$ cat config.mk
export PLATFORM = sky130hd
export DESIGN_NAME = gpp_port
export DESIGN_NICKNAME = d
export VERILOG_FILES = /design/src/gpp_pkg.sv /design/src/gpp_port.sv
export SDC_FILE = /design/constraint.sdc
export NUM_CORES = 1
export LEC_CHECK = 0
export CELL_PAD_IN_SITES_DETAIL_PLACEMENT = 1
export CELL_PAD_IN_SITES_GLOBAL_PLACEMENT = 1
export CORE_MARGIN = 2
export CORE_UTILIZATION = 35
export CTS_CLUSTER_SIZE = 20
export DETAILED_ROUTE_END_ITERATION = 12
export DONT_BUFFER_PORTS = 1
export GPL_TIMING_DRIVEN = 0
export PLACE_DENSITY = 0.67
export SYNTH_ARGS = -nofsm -noshare
export SYNTH_HDL_FRONTEND = slang
export SYNTH_SLANG_ARGS = --single-unit
$ cat constraint.sdc
create_clock -name core_clk -period 2.4 [get_ports core_clk]
set_input_delay 0.36 -clock core_clk [delete_from_list [all_inputs] [get_ports core_clk]]
set_output_delay 0.36 -clock core_clk [all_outputs]
set_load 0.02 [all_outputs]
$ cat src/gpp_pkg.sv
// shared constants, register map and carrier types of the gpio port
package gpp_pkg;

   localparam int unsigned GPP_PINS = 16;
   localparam int unsigned GPP_AW = 8;

   // register block bases of the four ports; offsets are identical in each
   localparam logic [31:0] GPP_BASE_P0 = 32'h4004_4000;
   localparam logic [31:0] GPP_BASE_P1 = 32'h4004_6000;
   localparam logic [31:0] GPP_BASE_P2 = 32'h4004_8000;
   localparam logic [31:0] GPP_BASE_P3 = 32'h4004_a000;

   // ==========================================
   // register offsets (byte addresses in the block)
   localparam logic [GPP_AW-1:0] GPP_OFS_DATA = 8'h00;
   localparam logic [GPP_AW-1:0] GPP_OFS_DIR = 8'h04;
   localparam logic [GPP_AW-1:0] GPP_OFS_PAD = 8'h08;
   localparam logic [GPP_AW-1:0] GPP_OFS_SENSE = 8'h0c;
   localparam logic [GPP_AW-1:0] GPP_OFS_DUAL = 8'h10;
   localparam logic [GPP_AW-1:0] GPP_OFS_POL = 8'h14;
   localparam logic [GPP_AW-1:0] GPP_OFS_IEN = 8'h18;
   localparam logic [GPP_AW-1:0] GPP_OFS_RAW = 8'h1c;
   localparam logic [GPP_AW-1:0] GPP_OFS_FCLR = 8'h20;
   localparam logic [GPP_AW-1:0] GPP_OFS_OSET = 8'h24;
   localparam logic [GPP_AW-1:0] GPP_OFS_ORST = 8'h28;

   // ==========================================
   // field layout
   localparam int unsigned GPP_DRIVE_LSB = 16;
   localparam int unsigned GPP_PAD_W = 2;

   // pad configuration codes
   localparam logic [1:0] GPP_PAD_PULLUP = 2'h0;
   localparam logic [1:0] GPP_PAD_RSVD = 2'h1;
   localparam logic [1:0] GPP_PAD_SCHMITT = 2'h2;
   localparam logic [1:0] GPP_PAD_RAW_LOW = 2'h3;

   // ==========================================
   // reset values
   localparam logic [31:0] GPP_RST_ZERO = 32'h0000_0000;
   localparam logic [31:0] GPP_RST_PAD_P0 = 32'haaaa_aaaa;
   localparam logic [31:0] GPP_RST_PAD_P1 = 32'h0000_0aaa;
   localparam logic [31:0] GPP_RST_PAD_P2 = 32'h002a_aaaa;
   localparam logic [31:0] GPP_RST_PAD_P3 = 32'h0002_aaaa;

   // ==========================================
   // carriers
   typedef struct packed {
      logic [GPP_AW-1:0] addr;
      logic [31:0] wdata;
      logic wr;
      logic rd;
   } gpp_bus_req_s;

   typedef struct packed {
      logic [GPP_PINS-1:0] drive_hi;
      logic [GPP_PINS-1:0] pull_up;
      logic [GPP_PINS-1:0] schmitt;
   } gpp_pad_ctl_s;

endpackage

$ cat src/gpp_port.sv
// one 16-pin gpio port: data, direction, pad control and pin interrupts
`timescale 1ns/10ps
// How it works
// - four ports, same offsets, own base each
// - data reads pins, writes set outputs
// - direction bit: 0 input, 1 output; reset input
// - upper direction bits pick 10/20mA drive
// - enabled peripheral overrides pin direction
// - pad code: pull-up, reserved, schmitt, none
// - pad code 11 forces read data low
// - pad configuration reset depends on port
// - sense bit: 0 edge, 1 level
// - dual-edge bit makes both edges trigger
// - polarity: rising/high or falling/low
// - enable bit gates the irq line, not flag latching
// - raw flags readable; irq only if enabled
// - writing one to clear register clears flag; a hit in that cycle wins
// - set/reset masks touch only selected outputs
module gpp_port
   import gpp_pkg::*;
#(
   parameter int unsigned PORT_ID = 0,
   parameter int unsigned PINS = gpp_pkg::GPP_PINS
) (
   input wire logic core_clk,
   input wire logic nrst,
   input wire gpp_pkg::gpp_bus_req_s bus_req,
   output logic [31:0] bus_rdata,
   input wire logic [gpp_pkg::GPP_PINS-1:0] port_pin_in,
   output logic [gpp_pkg::GPP_PINS-1:0] port_pin_out,
   output logic [gpp_pkg::GPP_PINS-1:0] port_pin_oe,
   output gpp_pkg::gpp_pad_ctl_s pad_ctl,
   input wire logic [gpp_pkg::GPP_PINS-1:0] periph_en,
   input wire logic [gpp_pkg::GPP_PINS-1:0] periph_dir,
   output logic gpio_irq
);
   import gpp_pkg::*;

   // the register map is fixed at sixteen pins per port
   if (PORT_ID > 3) begin : gen_bad_port
      $error("gpp_port: PORT_ID must be 0..3");
   end
   if (PINS != GPP_PINS) begin : gen_bad_pins
      $error("gpp_port: PINS must be 16");
   end
   // drive bits sit above the direction bits in one word
   if (GPP_DRIVE_LSB < PINS || GPP_DRIVE_LSB + PINS > 32) begin : gen_bad_drive
      $error("gpp_port: drive field does not fit beside the direction field");
   end
   // every pin needs its pad code inside the configuration word
   if (GPP_PAD_W * PINS > 32) begin : gen_bad_pad
      $error("gpp_port: pad codes do not fit the configuration word");
   end

   // ==========================================
   // reset value and helpers

   function automatic logic [31:0] pad_reset(input int unsigned id);
      logic [31:0] v;
      v = GPP_RST_PAD_P0;
      unique case (id)
         1: v = GPP_RST_PAD_P1;
         2: v = GPP_RST_PAD_P2;
         3: v = GPP_RST_PAD_P3;
         default: v = GPP_RST_PAD_P0;
      endcase
      return v;
   endfunction

   localparam logic [31:0] PAD_RST = pad_reset(PORT_ID);

   function automatic logic [1:0] pad_code(input logic [31:0] cfg, input int unsigned pin);
      return cfg[pin*GPP_PAD_W +: GPP_PAD_W];
   endfunction

   // 16-bit field of a 32-bit word, upper bits dropped on purpose
   function automatic logic [GPP_PINS-1:0] low_half(input logic [31:0] w);
      return w[GPP_PINS-1:0];
   endfunction

   // one write strobe per register offset
   function automatic logic is_write(input gpp_bus_req_s req, input logic [GPP_AW-1:0] ofs);
      return req.wr && req.addr == ofs;
   endfunction

   // 16-bit registers read back with the upper half zero
   function automatic logic [31:0] widen(input logic [GPP_PINS-1:0] v);
      return 32'(v);
   endfunction

   // pull-up only for code 00
   function automatic logic [GPP_PINS-1:0] pull_decode(input logic [31:0] cfg);
      logic [GPP_PINS-1:0] v;
      v = '0;
      for (int i = 0; i < GPP_PINS; i++) begin
         v[i] = pad_code(cfg, i) == GPP_PAD_PULLUP;
      end
      return v;
   endfunction

   // reserved code 01 keeps the schmitt trigger on
   function automatic logic [GPP_PINS-1:0] schmitt_decode(input logic [31:0] cfg);
      logic [GPP_PINS-1:0] v;
      v = '0;
      for (int i = 0; i < GPP_PINS; i++) begin
         v[i] = pad_code(cfg, i) != GPP_PAD_RAW_LOW;
      end
      return v;
   endfunction

   localparam logic [GPP_PINS-1:0] PULL_RST = pull_decode(PAD_RST);
   localparam logic [GPP_PINS-1:0] SCHMITT_RST = schmitt_decode(PAD_RST);

   // ==========================================
   // registers

   logic [GPP_PINS-1:0] out_q;
   logic [31:0] dir_q;
   logic [31:0] pad_q;
   logic [GPP_PINS-1:0] pull_q;
   logic [GPP_PINS-1:0] schmitt_q;
   logic [GPP_PINS-1:0] sense_q;
   logic [GPP_PINS-1:0] dual_q;
   logic [GPP_PINS-1:0] pol_q;
   logic [GPP_PINS-1:0] ien_q;
   logic [GPP_PINS-1:0] raw_q;
   logic [GPP_PINS-1:0] raw_d;

   // read data
   logic [31:0] rdata_q;
   logic [31:0] rdata_d;

   // pin sampling and detection
   logic [GPP_PINS-1:0] sync1_q;
   logic [GPP_PINS-1:0] sync2_q;
   logic [GPP_PINS-1:0] prev_q;
   logic [GPP_PINS-1:0] pin_val;
   logic [GPP_PINS-1:0] rise;
   logic [GPP_PINS-1:0] fall;
   logic [GPP_PINS-1:0] hit;
   logic [GPP_PINS-1:0] fclr;

   logic wr_data, wr_dir, wr_pad, wr_sense, wr_dual, wr_pol, wr_ien;
   logic wr_fclr, wr_oset, wr_orst;

   // same offset decode in every port instance
   assign wr_data = is_write(bus_req, GPP_OFS_DATA);
   assign wr_dir = is_write(bus_req, GPP_OFS_DIR);
   assign wr_pad = is_write(bus_req, GPP_OFS_PAD);
   assign wr_sense = is_write(bus_req, GPP_OFS_SENSE);
   assign wr_dual = is_write(bus_req, GPP_OFS_DUAL);
   assign wr_pol = is_write(bus_req, GPP_OFS_POL);
   assign wr_ien = is_write(bus_req, GPP_OFS_IEN);
   assign wr_fclr = is_write(bus_req, GPP_OFS_FCLR);
   assign wr_oset = is_write(bus_req, GPP_OFS_OSET);
   assign wr_orst = is_write(bus_req, GPP_OFS_ORST);

   // ==========================================
   // output data

   always_ff @(posedge core_clk or negedge nrst) begin
      if (!nrst) begin
         out_q <= '0;
      end else if (wr_data) begin
         out_q <= low_half(bus_req.wdata);
      end else if (wr_oset) begin
         // set mask touches only its ones
         out_q <= out_q | low_half(bus_req.wdata);
      end else if (wr_orst) begin
         // reset mask touches only its ones
         out_q <= out_q & ~low_half(bus_req.wdata);
      end
   end

   // ==========================================
   // configuration registers

   always_ff @(posedge core_clk or negedge nrst) begin
      if (!nrst) begin
         dir_q <= GPP_RST_ZERO;
      end else if (wr_dir) begin
         // direction low half, drive upper half
         dir_q <= bus_req.wdata;
      end
   end

   always_ff @(posedge core_clk or negedge nrst) begin
      if (!nrst) begin
         pad_q <= PAD_RST;
      end else if (wr_pad) begin
         pad_q <= bus_req.wdata;
      end
   end

   // pad controls decoded from the written word so they leave flip-flops
   always_ff @(posedge core_clk or negedge nrst) begin
      if (!nrst) begin
         pull_q <= PULL_RST;
         schmitt_q <= SCHMITT_RST;
      end else if (wr_pad) begin
         pull_q <= pull_decode(bus_req.wdata);
         schmitt_q <= schmitt_decode(bus_req.wdata);
      end
   end

   always_ff @(posedge core_clk or negedge nrst) begin
      if (!nrst) begin
         sense_q <= '0;
      end else if (wr_sense) begin
         sense_q <= low_half(bus_req.wdata);
      end
   end

   always_ff @(posedge core_clk or negedge nrst) begin
      if (!nrst) begin
         dual_q <= '0;
      end else if (wr_dual) begin
         dual_q <= low_half(bus_req.wdata);
      end
   end

   always_ff @(posedge core_clk or negedge nrst) begin
      if (!nrst) begin
         pol_q <= '0;
      end else if (wr_pol) begin
         pol_q <= low_half(bus_req.wdata);
      end
   end

   always_ff @(posedge core_clk or negedge nrst) begin
      if (!nrst) begin
         ien_q <= '0;
      end else if (wr_ien) begin
         ien_q <= low_half(bus_req.wdata);
      end
   end

   // ==========================================
   // pin drive and pad control

   always_comb begin
      for (int i = 0; i < GPP_PINS; i++) begin
         // no flip-flop here, so a peripheral owns its pin at once
         // peripheral direction wins when its function is on
         port_pin_oe[i] = periph_en[i] ? periph_dir[i] : dir_q[i];
      end
   end

   assign port_pin_out = out_q;

   always_comb begin
      pad_ctl.drive_hi = dir_q[GPP_DRIVE_LSB +: GPP_PINS];
      // pull and schmitt from their own flip-flops
      pad_ctl.pull_up = pull_q;
      pad_ctl.schmitt = schmitt_q;
   end

   // ==========================================
   // input sampling

   // pins are asynchronous; sync1_q feeds only sync2_q
   always_ff @(posedge core_clk or negedge nrst) begin
      if (!nrst) begin
         sync1_q <= '0;
         sync2_q <= '0;
      end else begin
         sync1_q <= port_pin_in;
         sync2_q <= sync1_q;
      end
   end

   // history holds the masked value: a high pin switched to code 11 looks like a fall
   always_ff @(posedge core_clk or negedge nrst) begin
      if (!nrst) begin
         prev_q <= '0;
      end else begin
         prev_q <= pin_val;
      end
   end

   always_comb begin
      for (int i = 0; i < GPP_PINS; i++) begin
         // input buffer off reads as low
         pin_val[i] = (pad_code(pad_q, i) == GPP_PAD_RAW_LOW) ? 1'b0 : sync2_q[i];
      end
   end

   // ==========================================
   // interrupt detection

   // edge from current versus previous sample
   assign rise = pin_val & ~prev_q;
   assign fall = ~pin_val & prev_q;

   always_comb begin
      for (int i = 0; i < GPP_PINS; i++) begin
         if (sense_q[i]) begin
            // level mode, polarity picks high or low
            hit[i] = pol_q[i] ? ~pin_val[i] : pin_val[i];
         end else if (dual_q[i]) begin
            hit[i] = rise[i] | fall[i];
         end else begin
            hit[i] = pol_q[i] ? fall[i] : rise[i];
         end
      end
   end

   assign fclr = wr_fclr ? low_half(bus_req.wdata) : '0;

   // clear by one, a fresh hit or held level wins
   always_comb begin
      for (int i = 0; i < GPP_PINS; i++) begin
         if (hit[i]) begin
            raw_d[i] = 1'b1;
         end else if (fclr[i]) begin
            raw_d[i] = 1'b0;
         end else begin
            raw_d[i] = raw_q[i];
         end
      end
   end

   always_ff @(posedge core_clk or negedge nrst) begin
      if (!nrst) begin
         raw_q <= '0;
      end else begin
         raw_q <= raw_d;
      end
   end

   // flags latch even when masked; enabling later raises the line at once
   // only enabled flagged pins reach the controller
   assign gpio_irq = |(raw_q & ien_q);

   // ==========================================
   // read path

   always_comb begin
      rdata_d = GPP_RST_ZERO;
      unique case (bus_req.addr)
         GPP_OFS_DATA: rdata_d = widen(pin_val);
         GPP_OFS_DIR: rdata_d = dir_q;
         GPP_OFS_PAD: rdata_d = pad_q;
         GPP_OFS_SENSE: rdata_d = widen(sense_q);
         GPP_OFS_DUAL: rdata_d = widen(dual_q);
         GPP_OFS_POL: rdata_d = widen(pol_q);
         GPP_OFS_IEN: rdata_d = widen(ien_q);
         GPP_OFS_RAW: rdata_d = widen(raw_q);
         // write-only and unmapped offsets read zero
         default: rdata_d = GPP_RST_ZERO;
      endcase
   end

   // data stand only in the cycle after the read strobe
   always_ff @(posedge core_clk or negedge nrst) begin
      if (!nrst) begin
         rdata_q <= GPP_RST_ZERO;
      end else if (bus_req.rd) begin
         rdata_q <= rdata_d;
      end else begin
         rdata_q <= GPP_RST_ZERO;
      end
   end

   assign bus_rdata = rdata_q;

endmodule

==> results of run 1 <==
## where the power goes
group / internal (uW) / switching (uW) / leakage [uW] / total [uW]
sequential: 4820 / 239 / 0.00346 / 5060
combinational: 334 / 398 / 0.00251 / 732
clock: 2690 / 1860 / 0.000482 / 4550
## metal layers
| layer | vias to the layer above | global-route usage |
|---|---|---|
| met3 | 43 | 0.0387 |
| met1 | 4482 | 0.284 |
| met4 | 0 | 0.0456 |
| li1 | 3805 | - |
| met5 | - | 0 |
| met2 | 225 | 0.341 |
## final cells by class
class | count | area [sq um]
clock buffers | 48 | 910
well taps | 455 | 569
plain buffers | 81 | 407
multi-input cells | 656 | 4920
flip-flops and latches | 272 | 6850
fillers | 3768 | 20300
clock inverters | 8 | 71.3
repair buffers | 37 | 370
inverters | 33 | 124
## per-stage QoR
stage	area, sq um	cells	setup slack (ns)	hold slack [ns]
after CTS	14200	1590	0.00316	-0.509
after global placement	12900	1497	-0.336	0.0755
final	14200	1590	0.126	-0.493
after floorplan	12300	1042	0.577	0.0644
after detailed placement	12900	1497	-0.403	0.0748
after global routing	14200	1590	0.000721	-0.515
## sequential cells by signal (all words and copies together) (netlist names), named ones only
register	cells
dual_q	16
pad_q	32
sync2_q	16
pol_q	16
raw_q	16
sync1_q	16
bus_rdata	32
schmitt_q	16
pull_q	16
prev_q	16
dir_q	32
ien_q	16
sense_q	16
## timing repair
| action | CTS | global route |
|---|---|---|
| endpoints found under the hold margin | 336 | 272 |
| setup endpoints to repair | 1 | 11 |
| pin swaps | 0 | 1 |
| buffers inserted | 0 | 0 |
| gates resized for setup | 1 | 7 |
## cells in the final DEF, fill, tap and decap left out, types with 2 or more instances in the layout
master	n
sky130_fd_sc_hd__a21oi_1	16
sky130_fd_sc_hd__mux2_2	136
sky130_fd_sc_hd__clkbuf_16	31
sky130_fd_sc_hd__ha_1	32
sky130_fd_sc_hd__nor3_2	2
sky130_fd_sc_hd__xnor2_1	16
sky130_fd_sc_hd__nand3_1	2
sky130_fd_sc_hd__mux2i_1	40
sky130_fd_sc_hd__a21boi_0	10
sky130_fd_sc_hd__clkbuf_2	2
sky130_fd_sc_hd__nand3_2	2
sky130_fd_sc_hd__a31oi_1	16
sky130_fd_sc_hd__buf_2	20
sky130_fd_sc_hd__a21o_1	16
sky130_fd_sc_hd__clkbuf_1	47
sky130_fd_sc_hd__o22ai_1	8
sky130_fd_sc_hd__o31ai_1	16
sky130_fd_sc_hd__a22oi_1	16
sky130_fd_sc_hd__buf_1	2
sky130_fd_sc_hd__buf_4	20
sky130_fd_sc_hd__dfstp_2	32
sky130_fd_sc_hd__and2_1	2
sky130_fd_sc_hd__inv_1	33
sky130_fd_sc_hd__nand2_2	3
sky130_fd_sc_hd__a211oi_1	8
sky130_fd_sc_hd__a22o_1	12
sky130_fd_sc_hd__nor2_1	50
sky130_fd_sc_hd__a21boi_1	6
sky130_fd_sc_hd__clkbuf_8	7
sky130_fd_sc_hd__o21ai_0	16
sky130_fd_sc_hd__a221oi_1	27
sky130_fd_sc_hd__clkinv_2	5
sky130_fd_sc_hd__dfrtp_1	240
sky130_fd_sc_hd__dlygate4sd3_1	37
sky130_fd_sc_hd__nand2_1	171
sky130_fd_sc_hd__a32o_1	16
## critical path: cells and delay by family, from the launching register on
family / cells / cell delay [ns]
flops: 1 / 0.38
fa+ha+maj: 1 / 0.21
compound gates: 3 / 1.12
mux: 2 / 0.37
buf+inv: 1 / 0.11
## worst paths after layout
kind                        startpoint     endpoint  slack, ns  cells after the start
hold reg to reg            sync1_q[15]  sync2_q[15]       0.35                      0
setup reg to reg            sync2_q[5]     raw_q[5]       0.13                      7
max in group asynchronous         nrst    dir_q[30]       2.17                      0
min in group core_clk      bus_req[16]     register       0.02                      2
hold / removal                    nrst   sync1_q[0]      -0.49                      0
setup / recovery            sync2_q[5]     raw_q[5]       0.13                      7
## kinds of logic after synthesis
group | Yosys count | share of synthesized area
mux | 176 | 0.157
flops | 272 | 0.557
simple gates | 246 | 0.0861
buf+inv | 114 | 0.0431
fa+ha+maj | 32 | 0.0326
compound gates | 186 | 0.113
xor+xnor | 16 | 0.0114
==> run_results.csv, run 1 <==
group,metric,value,unit
outcome,status,"complete, but fails checks",
outcome,failing_checks,"negative hold slack",
global_route,overflow,0,
setup_path,start_kind,"register",
power,vdd_drop_max,0.419,mV
detailed_routing,vias_per_cell,5.38,
detailed_routing,met1Wirelength,16.8,mm
setup_path,timing.critical_path.slowest_cell_delay,0.80,ns
synthesis,area_fraction_of_the_dominant_cell_type_after_synthesis,0.489,
cells_and_area,final_net_count,1235,
setup_path,crit_path_cell_chain,"a21boi_0, inv_1, ha_1, mux2_2, o21ai_0, mux2i_1, a21o_1",
global_route,grt_usage,0.207,
detailed_routing,met2WireLength,18.1,mm
sta,rsz0062_at_grt,"no",
sta,worst_slew_pin_slew,0.987,ns
setup_path,critPathRequiredTime,2.85,ns
synthesis,synthesis.instances,1042,
place,detailed_place_hpwl,26.1,mm
flow_run,max-cap-violations,0,
cells_and_area,antennaDiodeCount,0,
setup_path,largest_driver_fanout_on_the_critical_path,5,
detailed_routing,wl,37.8,mm
die,placementRows,68,
hold_path,holdCritPathClass,"primary input to asynchronous set/reset pin",
cts,cts.sinks,272,
global_route,number_of_global_route_vias_before_repair,9167,
synthesis,yosysTopAreaCell,"sky130_fd_sc_hd__dfrtp_1",
global_route,grt_pass1_wl,57.2,mm
sta,fmax,440,MHz
sta,maxSlewViolCount,0,
cts,clock_latency,0.56,ns
die,die_x,191,microns
global_route,grt_antenna_before_repair,0,
sta,post-route-period-util,0.948,
synthesis,synthDistinctLibCells,47,
power,power,10300,uW
cells_and_area,drive_gt1_frac,0.238,
synthesis,yosys.cell_count.top_type,"sky130_fd_sc_hd__dfrtp_1",
setup_path,startpoint_to_endpoint_class_of_the_critical_path,"register to register",
setup_path,cpMaxStageDelayCell,"sky130_fd_sc_hd__a21boi_0",
synthesis,synth_commonest_cells,"sky130_fd_sc_hd__dfrtp_1, sky130_fd_sc_hd__nand2_1, sky130_fd_sc_hd__mux2_2",
detailed_routing,detailedRoute.firstIterationViolations,463,
power,cellLeakagePower,0.00645,uW
cells_and_area,area.growth.synth_to_final,15.7,%
synthesis,synth_seq_area_share,0.557,
setup_path,crit_path_end_kind,"register",
cts,cts.path.max_buffers,3,
synthesis,mean_instance_size_in_the_synthesized_netlist,11.8,sq um
sta,report.final.hold_viol_count,255,
cells_and_area,final_core_utilization,0.412,
detailed_routing,route.top_layer_used,"met4",
sta,setup_tns,0,ns
detailed_routing,detail-route-antenna-nets,0,
cts,cts_root_buffer,"sky130_fd_sc_hd__clkbuf_16",
synthesis,mappedNetlistArea,12300,sq um
place,buffer_ports.inserted,0,
cts,cts-hold-fix-buffers,37,
sta,hold_slack,-0.493,ns
cts,clock_transition_at_the_registers_of_the_reported_paths,0.06,ns
sta,finalClockSkew,0.0127,ns
detailed_routing,wire_per_inst,23.7,microns
synthesis,postSynth.asyncResetShare,1.00,
detailed_routing,vias,8555,
power,power_density,727,nW/um^2
sta,clock_period_minus_worst_slack,2.27,ns
detailed_routing,detailroute.wirelength.met3,2.16,mm
synthesis,synth_nets,1166,
sta,max-slew-margin-rel,0.336,
cts,cts-buffers-inserted,30,
detailed_routing,drt_drc_violations_left,0,
synthesis,yosys-top-cells-area,"sky130_fd_sc_hd__dfrtp_1, sky130_fd_sc_hd__mux2_2, sky130_fd_sc_hd__dfstp_2",
cts,cts-htree-levels,1,
die,top_level_ports,205,
synthesis,synth_edf_count,0,
place,globalplace.congestion,0.796,
die,initial_core_util,0.356,
global_route,grt_start_max_net_pins,273,
setup_path,arrival,2.72,ns
sta,number_of_endpoints_failing_setup_at_the_final_stage,0,
synthesis,number_of_warnings_reported_in_the_yosys_synthesis_log,0,
die,die_area,36600,sq um
detailed_routing,dr.pass1.iters,4,
synthesis,yosys_most_used_dff,"sky130_fd_sc_hd__dfrtp_1",
die,die_height,191,microns
die,fp.coreArea,34500,sq um
cts,tritoncts,"done",
synthesis,ys_ff_latch,272,
No activity file was read; power rests on OpenSTA's default activity.
==> run 2, diff against run 1 <==
==> constraint.sdc (replaced) <==
create_clock -name core_clk -period 2.4 [get_ports core_clk]
set_input_delay 0.36 -clock core_clk [delete_from_list [all_inputs] [get_ports core_clk]]
set_output_delay 0.36 -clock core_clk [all_outputs]
set_load 0.005 [all_outputs]
==> run 2 against run 1 <==
  * The run still ends with negative hold slack left
  * Non-clock buffer count unchanged
  * Flip-flop and latch count unchanged
  * Cell area hardly changed
  * Via count increased by 0.40%
  * Power shrank 1.1%
  * First-iteration DRC count is 4.5% lower
  * Die area stayed put
  * Combinational power down 6.8%
  * Critical endpoint unchanged
  * Largest cell class unchanged
  * Largest power group unchanged
  * Highest routed layer unchanged
==> run_results.csv, run 2 (synthesis gave the netlist of run 1 again) <==
group,metric,value,unit
cts,cts-hold-fix-buffers,37,
cells_and_area,final_core_utilization,0.411,
cts,cts-htree-levels,1,
setup_path,largest_driver_fanout_on_the_critical_path,5,
cells_and_area,layout_common_cells,"sky130_fd_sc_hd__dfrtp_1, sky130_fd_sc_hd__nand2_1, sky130_fd_sc_hd__mux2_2",
sta,setup_tns,0,ns
sta,finalClockSkew,0.0113,ns
setup_path,crit_path_end_kind,"register",
cts,clock_transition_at_the_registers_of_the_reported_paths,0.06,ns
sta,rsz0062_at_grt,"no",
setup_path,start_kind,"register",
sta,hold_slack,-0.494,ns
die,top_level_ports,205,
sta,worst_slew_pin_slew,0.974,ns
power,vdd_drop_max,0.415,mV
place,detailed_place_hpwl,26.1,mm
setup_path,critical_path.startpoint,"sync2_q[5]",
cts,cts_post_setup_buffers_inserted,0,
setup_path,path_buf_inv,1,
global_route,overflow,0,
cts,cts.sinks,272,
cells_and_area,final.fill_count,3768,
flow_run,max-cap-violations,0,
setup_path,critPathTopFamily,"compound AO/OA/AOI/OAI gates",
die,die_height,191,microns
sta,number_of_endpoints_failing_setup_at_the_final_stage,0,
setup_path,startpoint_to_endpoint_class_of_the_critical_path,"register to register",
detailed_routing,met1Wirelength,17.0,mm
sta,post-route-period-util,0.944,
detailed_routing,detail-route-antenna-nets,0,
setup_path,cpMaxStageDelayCell,"sky130_fd_sc_hd__a21boi_0",
place,dpl-instance-area,12900,sq um
global_route,number_of_global_route_vias_before_repair,9167,
detailed_routing,vias,8589,
setup_path,arrival,2.71,ns
detailed_routing,wl,37.8,mm
outcome,failing_checks,"negative hold slack",
place,buffer_ports.inserted,0,
detailed_routing,wire_per_inst,23.8,microns
die,die_area,36600,sq um
detailed_routing,route.top_layer_used,"met4",
global_route,grt_pass1_wl,57.2,mm
detailed_routing,dr.pass1.iters,4,
power,power_density,719,nW/um^2
setup_path,crit_path_cell_chain,"a21boi_0, inv_1, ha_1, mux2_2, o21ai_0, mux2i_1, a21o_1",
die,fp.coreArea,34500,sq um
cells_and_area,area.growth.synth_to_final,15.6,%
die,die_x,191,microns
sta,fmax,441,MHz
sta,report.final.hold_viol_count,272,
detailed_routing,drt_drc_violations_left,0,
cells_and_area,final_net_count,1235,
cells_and_area,drive_gt1_frac,0.237,
cts,cts-buffers-inserted,30,
power,cellLeakagePower,0.00645,uW
die,initial_core_util,0.356,
sta,max-slew-margin-rel,0.345,
setup_path,critPathRequiredTime,2.85,ns
sta,postLayoutSetupSlackWorst,0.134,ns
setup_path,worst_r2r_startpoint,"sync2_q[5]",
global_route,grt_usage,0.207,
cts,tritoncts,"done",
power,power,10200,uW
detailed_routing,met2WireLength,18.0,mm
outcome,status,"complete, but fails checks",
sta,maxSlewViolCount,0,
die,placementRows,68,
detailed_routing,detailroute.wirelength.met3,2.07,mm
cells_and_area,antennaDiodeCount,0,
sta,clock_period_minus_worst_slack,2.27,ns
setup_path,timing.critical_path.slowest_cell_delay,0.79,ns
detailed_routing,detailedRoute.firstIterationViolations,442,
global_route,grt_start_max_net_pins,273,
global_route,grt_antenna_before_repair,0,
cells_and_area,finalInstanceArea,14200,sq um
cts,clock_latency,0.55,ns
place,globalplace.congestion,0.796,
cts,cts.path.max_buffers,3,
place,dp_worst_setup_slack,-0.403,ns
detailed_routing,vias_per_cell,5.40,
cts,cts_root_buffer,"sky130_fd_sc_hd__clkbuf_16",
hold_path,holdCritPathClass,"primary input to asynchronous set/reset pin",
cells_and_area,layout_commonest_cell,"sky130_fd_sc_hd__dfrtp_1",
run 2: cell counts in the layout (fill, tap and decap cells not counted):
No cell type changed its count.
run 2: layout make-up:
type | count | area (sq um) | area share
Buffer | 81 | 407 | 0.0286
Clock buffer | 48 | 910 | 0.0640
Multi-Input combinational cell | 656 | 4920 | 0.346
Tap cell | 455 | 569 | 0.0401
Clock inverter | 8 | 71.3 | 0.00502
Sequential cell | 272 | 6850 | 0.482
Timing Repair Buffer | 37 | 370 | 0.0261
Inverter | 33 | 124 | 0.00871
run 2: timing repair:
action / in CTS / in global routing
setup endpoints to repair: 1 / 10
hold endpoints to repair: 336 / 272
gates resized for setup: 1 / 6
pin swaps: 0 / 0
run 2: worst register-to-register path: cells and delay by family (launching register included):
kind | cells | cell delay, ns
flip-flops | 1 | 0.38
adder cells (fa/ha/maj) | 1 | 0.21
AO/OA/AOI/OAI | 3 | 1.11
multiplexers | 2 | 0.37
buffers and inverters | 1 | 0.11
run 2: worst paths after layout:
path | endpoint | slack [ns] | depth (start not counted)
max in group asynchronous | prev_q[4] | 2.41 | 0
worst max register to register | raw_q[5] | 0.13 | 7
worst min register to register | sync2_q[15] | 0.35 | 0
worst max-delay path | raw_q[5] | 0.13 | 7
min in group core_clk | register | 0.02 | 2
worst min-delay path | sync1_q[0] | -0.49 | 0
run 2: power by group:
part | leakage, uW | internal, uW | total (uW) | switching, uW
combinational | 0.00250 | 331 | 682 | 351
clock | 0.000482 | 2690 | 4550 | 1860
sequential | 0.00346 | 4820 | 4990 | 176
total | 0.00645 | 7840 | 10200 | 2390
run 2: per-layer routing:
layer / track usage / vias to the layer above
met5: 0 / -
met4: 0.0456 / 0
met3: 0.0387 / 44
met2: 0.341 / 221
met1: 0.284 / 4528
li1: - / 3796
run 2: metrics by stage:
step | cells | hold WS, ns
6_report | 1590 | -0.494
3_3_place_gp | 1497 | 0.0755
3_5_place_dp | 1497 | 0.0748
2_1_floorplan | 1042 | 0.0644
4_1_cts | 1590 | -0.509
5_1_grt | 1590 | -0.515
==> run 3, diff against run 2 <==
--- a/config.mk
+++ b/config.mk
@@ -8,12 +8,12 @@
 export CELL_PAD_IN_SITES_DETAIL_PLACEMENT = 1
 export CELL_PAD_IN_SITES_GLOBAL_PLACEMENT = 1
 export CORE_MARGIN = 2
-export CORE_UTILIZATION = 35
+export CORE_UTILIZATION = 40
 export CTS_CLUSTER_SIZE = 20
 export DETAILED_ROUTE_END_ITERATION = 12
 export DONT_BUFFER_PORTS = 1
 export GPL_TIMING_DRIVEN = 0
-export PLACE_DENSITY = 0.67
+export PLACE_DENSITY = 0.74
 export SYNTH_ARGS = -nofsm -noshare
 export SYNTH_HDL_FRONTEND = slang
 export SYNTH_SLANG_ARGS = --single-unit
==> run 3 against run 2 <==
  * The run still ends with negative hold slack left
  * Worst setup slack lost 0.033 ns
  * Sequential share of layout area grew 0.093 points
  * Clock power grew 5.5%
  * Count of clock-buffer cells in the layout grew 2
  * Die area shrank 12%
  * Cell area shrank 0.19%
  * Hold slack gained 0.0012 ns
  * Via count grew 0.91%
  * Clock skew shrank 0.0017 ns
  * First-iteration DRC count grew 11%
  * Largest cell class unchanged
  * Largest power group unchanged
==> run_results.csv, run 3 (synthesis gave the netlist of run 1 again) <==
group,metric,value,unit
outcome,status,"complete, but fails checks",
outcome,failing_checks,"negative hold slack",
cts,cts-hold-fix-buffers,36,
detailed_routing,wl,37.0,mm
cells_and_area,area.growth.synth_to_final,15.4,%
detailed_routing,detailedRoute.firstIterationViolations,490,
die,die_area,32100,sq um
sta,worst_slew_pin_slew,0.945,ns
cts,cts.sinks,272,
global_route,grt_start_max_net_pins,273,
cells_and_area,drive_gt1_frac,0.237,
cts,clock_latency,0.57,ns
setup_path,crit_path_end_kind,"register",
detailed_routing,vias,8667,
detailed_routing,wire_per_inst,24.2,microns
setup_path,largest_driver_fanout_on_the_critical_path,10,
setup_path,cp-endpoint,"bus_rdata[6]",
setup_path,critical_path.startpoint,"bus_req[39]",
setup_path,reg2reg_depth,7,
die,initial_core_util,0.404,
global_route,overflow,0,
sta,max-slew-margin-rel,0.364,
sta,post-route-period-util,0.958,
setup_path,internal_reg_to_reg_setup_slack,0.13,ns
global_route,grt_usage,0.232,
sta,maxSlewViolCount,0,
sta,finalClockSkew,0.00967,ns
detailed_routing,drt_drc_violations_left,0,
place,globalplace.congestion,0.807,
detailed_routing,dr.pass1.iters,5,
cells_and_area,layout_common_cells,"sky130_fd_sc_hd__dfrtp_1, sky130_fd_sc_hd__nand2_1, sky130_fd_sc_hd__mux2_2",
detailed_routing,detail-route-antenna-nets,0,
cts,cts-buffers-inserted,31,
global_route,number_of_global_route_vias_before_repair,9363,
global_route,grt_pass1_wl,56.2,mm
setup_path,critPathRequiredTime,2.84,ns
setup_path,crit_reg_reg_endpoint,"raw_q[1]",
cts,clock_transition_at_the_registers_of_the_reported_paths,0.06,ns
setup_path,startpoint_to_endpoint_class_of_the_critical_path,"primary input to register",
die,placementRows,64,
sta,number_of_endpoints_failing_setup_at_the_final_stage,0,
cells_and_area,final_core_utilization,0.466,
setup_path,arrival,2.74,ns
setup_path,start_kind,"primary input",
cells_and_area,final_net_count,1235,
cells_and_area,stdcell_count,1533,
setup_path,worst_r2r_startpoint,"pad_q[2]",
place,buffer_ports.inserted,0,
sta,clock_period_minus_worst_slack,2.30,ns
global_route,grt_antenna_before_repair,1,
power,vdd_drop_max,0.512,mV
cts,cts.path.max_buffers,3,
place,detailed_place_hpwl,25.0,mm
place,numPlacedInstances,1438,
die,fp.coreArea,30400,sq um
cts,cts_root_buffer,"sky130_fd_sc_hd__clkbuf_16",
power,cellLeakagePower,0.00646,uW
sta,rsz0062_at_grt,"no",
power,power_density,738,nW/um^2
sta,hold_slack,-0.493,ns
cts,cts_post_setup_buffers_inserted,0,
cells_and_area,layout_commonest_cell,"sky130_fd_sc_hd__dfrtp_1",
cts,tritoncts,"done",
sta,report.final.hold_viol_count,272,
cts,cts-htree-levels,1,
die,die_height,179,microns
sta,fmax,435,MHz
die,top_level_ports,205,
detailed_routing,vias_per_cell,5.65,
flow_run,max-cap-violations,0,
hold_path,holdCritPathClass,"primary input to asynchronous set/reset pin",
die,die_x,179,microns
-- run 3: what timing repair did --
action | CTS | global route
endpoints found under the hold margin | 340 | 272
resized for setup | 2 | 2
setup endpoints to repair | 2 | 2
-- run 3: metal layers --
| metal | GRT usage | wire length (microns) |
|---|---|---|
| met5 | 0 | 0 |
| met4 | 0.0712 | 1050 |
| met3 | 0.0486 | 2550 |
| met2 | 0.379 | 17700 |
| met1 | 0.312 | 15800 |
-- run 3: power by group --
part / internal [uW] / total [uW] / switching [uW]
Combinational: 327 / 680 / 354
Sequential: 4820 / 4990 / 172
Clock: 2860 / 4800 / 1950
Total: 8000 / 10500 / 2470
-- run 3: final cells by class --
| cell class | count | area (sq um) |
|---|---|---|
| clock buffers | 50 | 927 |
| flip-flops and latches | 272 | 6850 |
| well taps | 396 | 495 |
| clock inverters | 8 | 109 |
| multi-input cells | 656 | 4920 |
| inverters | 33 | 124 |
| diodes | 1 | 2.50 |
| repair buffers | 36 | 360 |
| fillers | 3266 | 16200 |
| plain buffers | 81 | 405 |
-- run 3: worst min-delay path by stage --
stage | end | slack [ns] | from | cells after the start
finish | asynchronous set/reset pin | -0.49 | nrst | 0
global route | sync1_q[2] | -0.52 | nrst | 0
CTS | sense_q[14] | -0.53 | nrst | 0
detailed placement | asynchronous set/reset pin | 0.07 | nrst | 0
global placement | sync2_q[0] | 0.08 | nrst | 0
floorplan | asynchronous set/reset pin | 0.06 | nrst | 0
-- run 3: through the flow --
step | setup TNS, ns | hold slack (ns) | setup WS [ns] | power [uW] | cell area (sq um)
floorplan | 0 | 0.0644 | 0.577 | 5460 | 12300
global placement | -16.61 | 0.0816 | -0.366 | 5640 | 12800
detailed placement | -13.03 | 0.0715 | -0.395 | 5670 | 12800
CTS | 0 | -0.531 | 0.0984 | 10500 | 14200
global route | 0 | -0.521 | 0.0104 | 10800 | 14200
finish | 0 | -0.493 | 0.101 | 10500 | 14200
-- run 3: worst max-delay path, stage by stage --
cell and delay [ns]:
sky130_fd_sc_hd__clkbuf_1 0.18, sky130_fd_sc_hd__nor4b_1 0.83, sky130_fd_sc_hd__nand2_1 0.46, sky130_fd_sc_hd__clkbuf_1 0.47, sky130_fd_sc_hd__a21oi_1 0.43
